===== config.mk =====
export PLATFORM = sky130hd
export DESIGN_NAME = mcfd_detector
export DESIGN_NICKNAME = d
export VERILOG_FILES = /design/src/mcfd_pkg.sv /design/src/mcfd_detector.sv
export SDC_FILE = /design/constraint.sdc
export NUM_CORES = 1
export LEC_CHECK = 0
export ABC_AREA = 0
export BUFFER_PORTS_ARGS = -buffer_cell sky130_fd_sc_hd__clkbuf_2
export CORE_MARGIN = 3
export CORE_UTILIZATION = 35
export DETAILED_ROUTE_END_ITERATION = 12
export GPL_ROUTABILITY_DRIVEN = 0
export PLACE_DENSITY = 0.79
export SLEW_MARGIN = 20
export SYNTH_ARGS = -nofsm -noshare
export SYNTH_HDL_FRONTEND = slang
export SYNTH_SLANG_ARGS = --single-unit
export TNS_END_PERCENT = 1

===== constraint.sdc =====
create_clock -name i_sys_clk -period 1.5 [get_ports i_sys_clk]
set_input_delay 0.15 -clock i_sys_clk [delete_from_list [all_inputs] [get_ports i_sys_clk]]
set_output_delay 0.15 -clock i_sys_clk [all_outputs]
set_load 0.02 [all_outputs]

===== src/mcfd_pkg.sv =====
// package for the main clock failure detector: register map, fields, resets
`default_nettype none
package mcfd_pkg;

    // ----------------------------------------
    // register offsets (byte addresses)
    // ----------------------------------------
    localparam int MCFD_ADDR_W = 8;
    localparam logic [7:0] MCFD_OFF_OSC_CFG = 8'h00;
    localparam logic [7:0] MCFD_OFF_STATUS = 8'h04;
    localparam logic [7:0] MCFD_OFF_IRQ_MASK = 8'h08;

    // ----------------------------------------
    // field positions
    // ----------------------------------------
    localparam int MCFD_BIT_XTAL_EN = 0;
    localparam int MCFD_BIT_MAIN_SEL = 1;
    localparam int MCFD_BIT_FD_EN = 2;
    localparam int MCFD_BIT_EVENT = 0;
    localparam int MCFD_BIT_LIVE = 1;

    // ----------------------------------------
    // reset values and counts
    // ----------------------------------------
    localparam logic [2:0] MCFD_RST_OSC_CFG = 3'h0;
    localparam logic MCFD_RST_MASK = 1'b0;
    localparam int MCFD_MIN_PERIODS = 8;
    localparam logic [31:0] MCFD_RD_ZERO = 32'h0000_0000;

    // ----------------------------------------
    // bundles
    // ----------------------------------------
    typedef struct packed {
        logic [MCFD_ADDR_W-1:0] addr;
        logic [31:0] wdata;
        logic wr;
        logic rd;
    } mcfd_bus_s;

    typedef struct packed {
        logic [2:0] osc_cfg;
        logic irq_mask;
        logic event_flag;
        logic live_status;
        logic rc_meta;
        logic rc_sync;
        logic rc_prev;
        logic [3:0] cnt;
        logic [31:0] rdata;
        logic irq;
        logic rc_en;
    } mcfd_state_s;

endpackage
`default_nettype wire

===== src/mcfd_detector.sv =====
// main clock failure detector with register port and interrupt
//
// Chosen here: the plain strobed port and the address map.
`timescale 1ns/100ps
`default_nettype none
// Functional notes
// - software enable bit in oscillator config register switches monitoring on or off
// - after core reset the detector stays disabled until software enables it
// - crystal oscillator enable at 0 forces the detector disabled
// - supervise the crystal only while it is selected as main clock
// - counter advances on main clock, evaluated by the slow rc clock
// - detector enable switches the slow rc oscillator on automatically
// - counter held clear while rc clock low, counts while high
// - fewer than eight main periods in one rc high phase is a failure
// - failure sets the sticky event flag and raises interrupt if enabled
// - interrupt stays asserted until the status register is read or the interrupt mask bit is written to 0
// - live failure status bit readable at any time
module mcfd_detector
    import mcfd_pkg::*;
#(
    parameter int MIN_PERIODS = MCFD_MIN_PERIODS
) (
    input wire logic i_sys_clk,
    input wire logic i_sys_rst,
    input wire logic i_rc_clk,
    input wire logic [MCFD_ADDR_W-1:0] i_addr,
    input wire logic [31:0] i_wdata,
    input wire logic i_wr,
    input wire logic i_rd,
    output logic [31:0] o_rdata,
    output logic o_irq,
    output logic o_rc_osc_en,
    output logic o_fail_live_status
);

    // ----------------------------------------
    // state
    // ----------------------------------------
    mcfd_state_s s_q;
    mcfd_state_s s_d;
    mcfd_bus_s bus;
    logic active;
    logic rc_fall;
    logic fail;

    // counter is four bits wide and saturates at the threshold
    if (MIN_PERIODS < 1 || MIN_PERIODS > 15) begin : g_bad_min_periods
        $error("MIN_PERIODS must lie between 1 and 15");
    end

    assign bus = '{addr: i_addr, wdata: i_wdata, wr: i_wr, rd: i_rd};

    // ----------------------------------------
    // next state
    // ----------------------------------------
    always_comb begin
        s_d = s_q;
        // detector runs only when enabled, crystal on and selected
        active = s_q.osc_cfg[MCFD_BIT_FD_EN] &&
            s_q.osc_cfg[MCFD_BIT_XTAL_EN] &&
            s_q.osc_cfg[MCFD_BIT_MAIN_SEL];

        // only the second and third stages are read by logic
        s_d.rc_meta = i_rc_clk;
        s_d.rc_sync = s_q.rc_meta;
        s_d.rc_prev = s_q.rc_sync;
        rc_fall = s_q.rc_prev && !s_q.rc_sync;

        // saturating counter: only needs to know whether eight were reached
        if (!s_q.rc_sync || !active) begin
            s_d.cnt = 4'h0;
        end else if (s_q.cnt != 4'(MIN_PERIODS)) begin
            s_d.cnt = s_q.cnt + 4'h1;
        end

        // a high phase ends at the falling edge; judge it there
        fail = active && rc_fall && (s_q.cnt < 4'(MIN_PERIODS));

        if (!active) begin
            s_d.live_status = 1'b0;
        end else if (rc_fall) begin
            s_d.live_status = fail;
        end

        s_d.rc_en = s_q.osc_cfg[MCFD_BIT_FD_EN];

        // register writes
        if (bus.wr) begin
            unique case (bus.addr)
                MCFD_OFF_OSC_CFG: s_d.osc_cfg = bus.wdata[2:0];
                MCFD_OFF_IRQ_MASK: s_d.irq_mask = bus.wdata[0];
                default: ;
            endcase
        end

        // register reads, one cycle later
        s_d.rdata = MCFD_RD_ZERO;
        if (bus.rd) begin
            unique case (bus.addr)
                MCFD_OFF_OSC_CFG: s_d.rdata[2:0] = s_q.osc_cfg;
                MCFD_OFF_STATUS: begin
                    s_d.rdata[MCFD_BIT_EVENT] = s_q.event_flag;
                    s_d.rdata[MCFD_BIT_LIVE] = s_q.live_status;
                end
                MCFD_OFF_IRQ_MASK: s_d.rdata[0] = s_q.irq_mask;
                default: ;
            endcase
        end

        // read clears the sticky flag, but a new failure wins
        if (bus.rd && bus.addr == MCFD_OFF_STATUS) begin
            s_d.event_flag = 1'b0;
        end
        if (fail) begin
            s_d.event_flag = 1'b1;
        end

        s_d.irq = s_d.event_flag && s_d.irq_mask;
    end

    // ----------------------------------------
    // registers
    // ----------------------------------------
    always_ff @(posedge i_sys_clk) begin
        if (i_sys_rst) begin
            s_q <= '0;
            s_q.osc_cfg <= MCFD_RST_OSC_CFG;
            s_q.irq_mask <= MCFD_RST_MASK;
        end else begin
            s_q <= s_d;
        end
    end

    assign o_rdata = s_q.rdata;
    assign o_irq = s_q.irq;
    assign o_rc_osc_en = s_q.rc_en;
    assign o_fail_live_status = s_q.live_status;

endmodule
`default_nettype wire


======== Word-level counts from Yosys, hierarchy flattened ========
Index checks and enable logic that the tools add are counted.
storage, ports and cells
  bits in latches ......................... 0
  memories ................................ 0
  RAM bits ................................ 0
  input port bits ......................... 45
  output and inout port bits .............. 35
  register bits ........................... 47
  ROM bits ................................ 0
  logic and storage cells ................. 43
operators by class
  bitwise operators ....................... 3
  multipliers ............................. 0
  equality and inequality tests ........... 3
  reductions and logical operators ........ 16
  order comparisons ....................... 1
  shifts and indexed selects .............. 0
  mux-type cells .......................... 6
  divide/modulo/power cells ............... 0
  add/sub/neg operators ................... 1
operators by type and width
  cell                   number
  $eq A8 B3 Y1 const B   1
  $eq A8 B4 Y1 const B   1
  $logic_not A8 Y1       1
  $logic_and A1 B1 Y1    7
  $reduce_or A2 Y1       3
  $add A4 B1 Y4 const B  1
  $lt A4 B4 Y1 const B   1
  $mux W1                4
  $ne A4 B4 Y1 const B   1
  $not A1 Y1             3
  $pmux W1 S3            1
  $reduce_or A3 Y1       1
  $logic_not A1 Y1       2
  $pmux W1 S2            1
  $reduce_and A2 Y1      1
  $logic_or A1 B1 Y1     1

======== Depth between registers and ports, before layout ========
  depth in word-level cells ............... 6
  mapped depth ............................ 5
  depth with buffers taken out ............ 5

======== Least setup slack after synthesis ========
OpenSTA, ideal clock, no wires.
  kind .................................... input-to-reg
  from .................................... in i_addr[1]
  to ...................................... reg s_q, in the netlist o_irq
  setup slack ............................. 55 ps
  path buffers ............................ 0
  stages .................................. 3
  required time ........................... 1421 ps
  setup time .............................. 79 ps
  arrival time ............................ 1366 ps
  cells stage by stage .................... or4_4 > or4_4 > a22oi_1
between the ends
  word-level cells in the longest chain between the ends .. 5
  elaborated cells on any way between the ends .. 8
  classes of those cells .................. 2 x eq/ne; 4 x mux; 2 x reduce/logical
ends and longest elaborated chain
  what                     RTL line              text
  from (decl)              mcfd_detector.sv:26   input wire logic [MCFD_ADDR_W-1:0] i_addr,
  $eq A8 B3 Y1             mcfd_detector.sv:111  if (bus.rd && bus.addr == MCFD_OFF_STATUS) begin
  $logic_and A1 B1 Y1      mcfd_detector.sv:111
  $mux W1                  mcfd_detector.sv:111
  $mux W1                  mcfd_detector.sv:114  if (fail) begin
  $logic_and A1 B1 Y1 (*)  mcfd_detector.sv:118  s_d.irq = s_d.event_flag && s_d.irq_mask;
  to (decl)                mcfd_detector.sv:39   mcfd_state_s s_q;
Mark *: on every way between the ends. The rest lies on a longest branch, timed or not.
A chain may end at the register's enable or synchronous reset.

======== Worst setup path in the final report ========
  from .................................... reg s_q[37] in the netlist's numbering
  to ...................................... reg s_q, in the netlist o_irq
between the ends
  word-level cells in the longest chain between the ends .. 4
ends and longest elaborated chain
  what                 RTL line              text
  $lt A4 B4 Y1         mcfd_detector.sv:77   fail = active && rc_fall && (s_q.cnt < 4'(MIN_PERIODS));
  $logic_and A1 B1 Y1  mcfd_detector.sv:77
  $mux W1              mcfd_detector.sv:114
  $logic_and A1 B1 Y1  mcfd_detector.sv:118
Every way passes these cells.

==> out/qor.csv <==
metric;value;unit
clock slew at reported path FFs;0.09;ns
DP HPWL;1560;microns
WHS Path Cells;2;
crit path cell chain;or3b_2 -> or2_2 -> a22oi_1;
Yosys top cell area share;0.356;
fill count;258;
Register-to-Register Path Depth;3;
Die Y;59.8;microns
number of flops mapped to enable cells by yosys;0;
post-synth cell types;30;
Synth Warn #;0;
Diodes inserted;0;
Post-Route WL;1860;microns
cells after synthesis;114;
endpoints failing setup;0;
Lkg Pwr;0.480;nW
initial core utilization;0.387;
area delta synth->final;6.30;%
RSZ-0062 raised after global routing;no;
sequential share of power;0.579;
CTS H-tree depth;1;
first-pass GRT wire length;3020;microns
max cap viols;0;
CP Depth;3;
fraction of layout cells with a size suffix above 1;0.239;
Seq/Total Area, Yosys;0.356;
setup TNS;0;ns
top cells by area, synth;dfxtp_1 (36%), buf_4 (24%), nor2b_1 (3.7%);
CP Data Arrival Time;1.59;ns
vias in the first global route;748;
Post-route DRC;0;
count leader, synth;buf_4;
Longest Clk Path Bufs;2;
cell-internal power;0.604;mW
Max stage delay on crit path;0.49;ns
top cell type by total area after synthesis;dfxtp_1;
All-Layer GR Usage;0.109;
Peak VDD IR;0.320;mV
pin count of the biggest net entering global routing;12;
Final Util;0.412;
Clock Latency Late Sink;0.28;ns
Top delay family on crit path;simple AND/OR/NAND/NOR gates;
ratio of final minimum period to clock period;0.919;
CP startpoint kind;register;
highest clock rate;725;MHz
CTS resizes;0;
Root Driver;clkbuf_4;
Syn Area/Cell;8.88;sq um
die width;59.8;microns
Hold/Removal Path Class;input port to register;
Critical Path Fanout Max;4;
Power Dens Cells;774;nW/um^2
clock tree from TritonCTS;done;
row count;18;
number of setup buffers added after CTS;0;
CP max stage cell;or3b_2;
ys flop type;dfxtp_1;
CP bufs+invs;0;
drt wl/cell;11.1;microns
FFs w/ async S/R, synth;0;
final hold violations;0;
# IOs;80;
total core area;2610;sq um
final antenna-violating net count;0;
CP endpoint kind;register;
Comb pwr share;0.152;
die area;3570;sq um
hold-fix buffers at CTS;0;
P_sw;0.228;mW
Sinks on Clock Net;18;
gr ovfl total;0;
Via density;4.64;
First DRT Iteration DRCs;61;
skew final;0.00106;ns
Critical Path RT;1.71;ns
final-report max-slew violation count;0;
WS Path Type;register to register;
# nets final;187;
Inserted Clock Buffers;3;
outcome;finished clean;
initial antenna violation count;0;
Synth Register Bits;18;
Clock Power Share;0.268;
top post-synthesis cells by count;buf_4 (32), dfxtp_1 (18), a21oi_1 (6), nor2b_1 (6), nand2_1 (5);
Initial DRT Pass Iterations;4;
post-layout minimum cycle time;1.38;ns
Vias;779;
post-synth design cell area;1010;sq um
sw frac;0.274;
port buffer count;21;
[worst paths after layout]
| kind | start | endpoint | slack, ns |
|---|---|---|---|
| worst min register to register | s_d[39]$_SDFF_PP0_ | s_d[38]$_SDFF_PP0_ | 0.44 |
| worst min-delay path | i_rc_clk | s_d[39]$_SDFF_PP0_ | 0.08 |
| worst max-delay path | s_q[37]$_SDFFE_PP0N_ | o_irq$_SDFF_PP0_ | 0.12 |
| worst max register to register | s_q[37]$_SDFFE_PP0N_ | o_irq$_SDFF_PP0_ | 0.12 |
[cell type report]
class | instances | area [sq um] | area share
Multi-Input combinational cell | 87 | 498 | 0.463
Sequential cell | 18 | 360 | 0.335
Timing Repair Buffer | 26 | 143 | 0.133
Tap cell | 30 | 37.5 | 0.0349
Clock buffer | 3 | 22.5 | 0.0209
Inverter | 4 | 15.0 | 0.0140
[worst reg2reg max path, cell delays in order (launching register included)]
cell and delay [ns]:
dfxtp_1 0.36, or3b_2 0.49, or2_2 0.30, a22oi_1 0.16
[cell usage in the layout (no fill, tap or decap)]
master and count:
a21oi_1 6, nand3b_1 2, conb_1 29, dfxtp_1 18, nor2b_1 6, a41o_1 1
clkbuf_2 21, mux2i_1 3, clkbuf_4 3, or3_1 1, nand4_1 4, o31ai_1 4
nor4_1 2, a2bb2oi_1 1, o21ai_0 1, ha_1 2, or3b_2 1, nor2_1 4
nand2_1 5, or4_4 2, xor2_1 1, xnor2_1 1, nor4b_1 1, nand3_1 1
buf_4 5, nand4b_1 1, or2_2 1, nand2b_1 4, a22oi_1 1, nor3_1 2
inv_1 4
[power by group through the flow]
| stage | sequential, mW | clock (mW) | combinational (mW) |
|---|---|---|---|
| floorplan | 0.493 | 0 | 0.144 |
| global placement | 0.493 | 0 | 0.121 |
| detailed placement | 0.493 | 0 | 0.124 |
| CTS | 0.482 | 0.234 | 0.125 |
| global route | 0.483 | 0.251 | 0.137 |
| finish | 0.482 | 0.223 | 0.127 |
[sequential cells by signal, indices dropped and copies added, names as in the netlist]
signal	flops
s_q	9
o_fail_live_status	1
o_rdata	3
s_d	3
o_irq	1
o_rc_osc_en	1
[per-layer routing]
| metal | share of wire | wire length, microns | GRT usage |
|---|---|---|---|
| met1 | 0.42 | 788 | 0.129 |
| met2 | 0.47 | 878 | 0.191 |
| met3 | 0.10 | 195 | 0.0259 |
| met4 | 0 | 0 | 0.0316 |
| met5 | 0 | 0 | 0 |
[cell families (layout without fill, tap and decap cells)]
| logic type | count (synthesis) | in the layout | share of synthesized area |
|---|---|---|---|
| flops | 18 | 18 | 0.356 |
| other cells | 1 | 29 | 0.00370 |
| simple gates | 37 | 37 | 0.222 |
| compound gates | 14 | 14 | 0.0902 |
| xor+xnor | 2 | 2 | 0.0173 |
| mux | 3 | 3 | 0.0297 |
| buf+inv | 37 | 33 | 0.256 |
| fa+ha+maj | 2 | 2 | 0.0247 |
[per-stage QoR]
stage	power [mW]	hold WS, ns	std cells	setup WS (ns)	cell area, sq um
after global routing	0.871	0.0711	168	0.0435	1080
final	0.832	0.0784	168	0.121	1080
after CTS	0.841	0.0676	168	0.110	1080
after global placement	0.615	0.368	165	-0.0430	1050
after detailed placement	0.618	0.365	165	-0.0745	1050
after floorplan	0.637	0.226	142	0.0550	1120
Note: power is estimated with default switching activity, not from simulation.
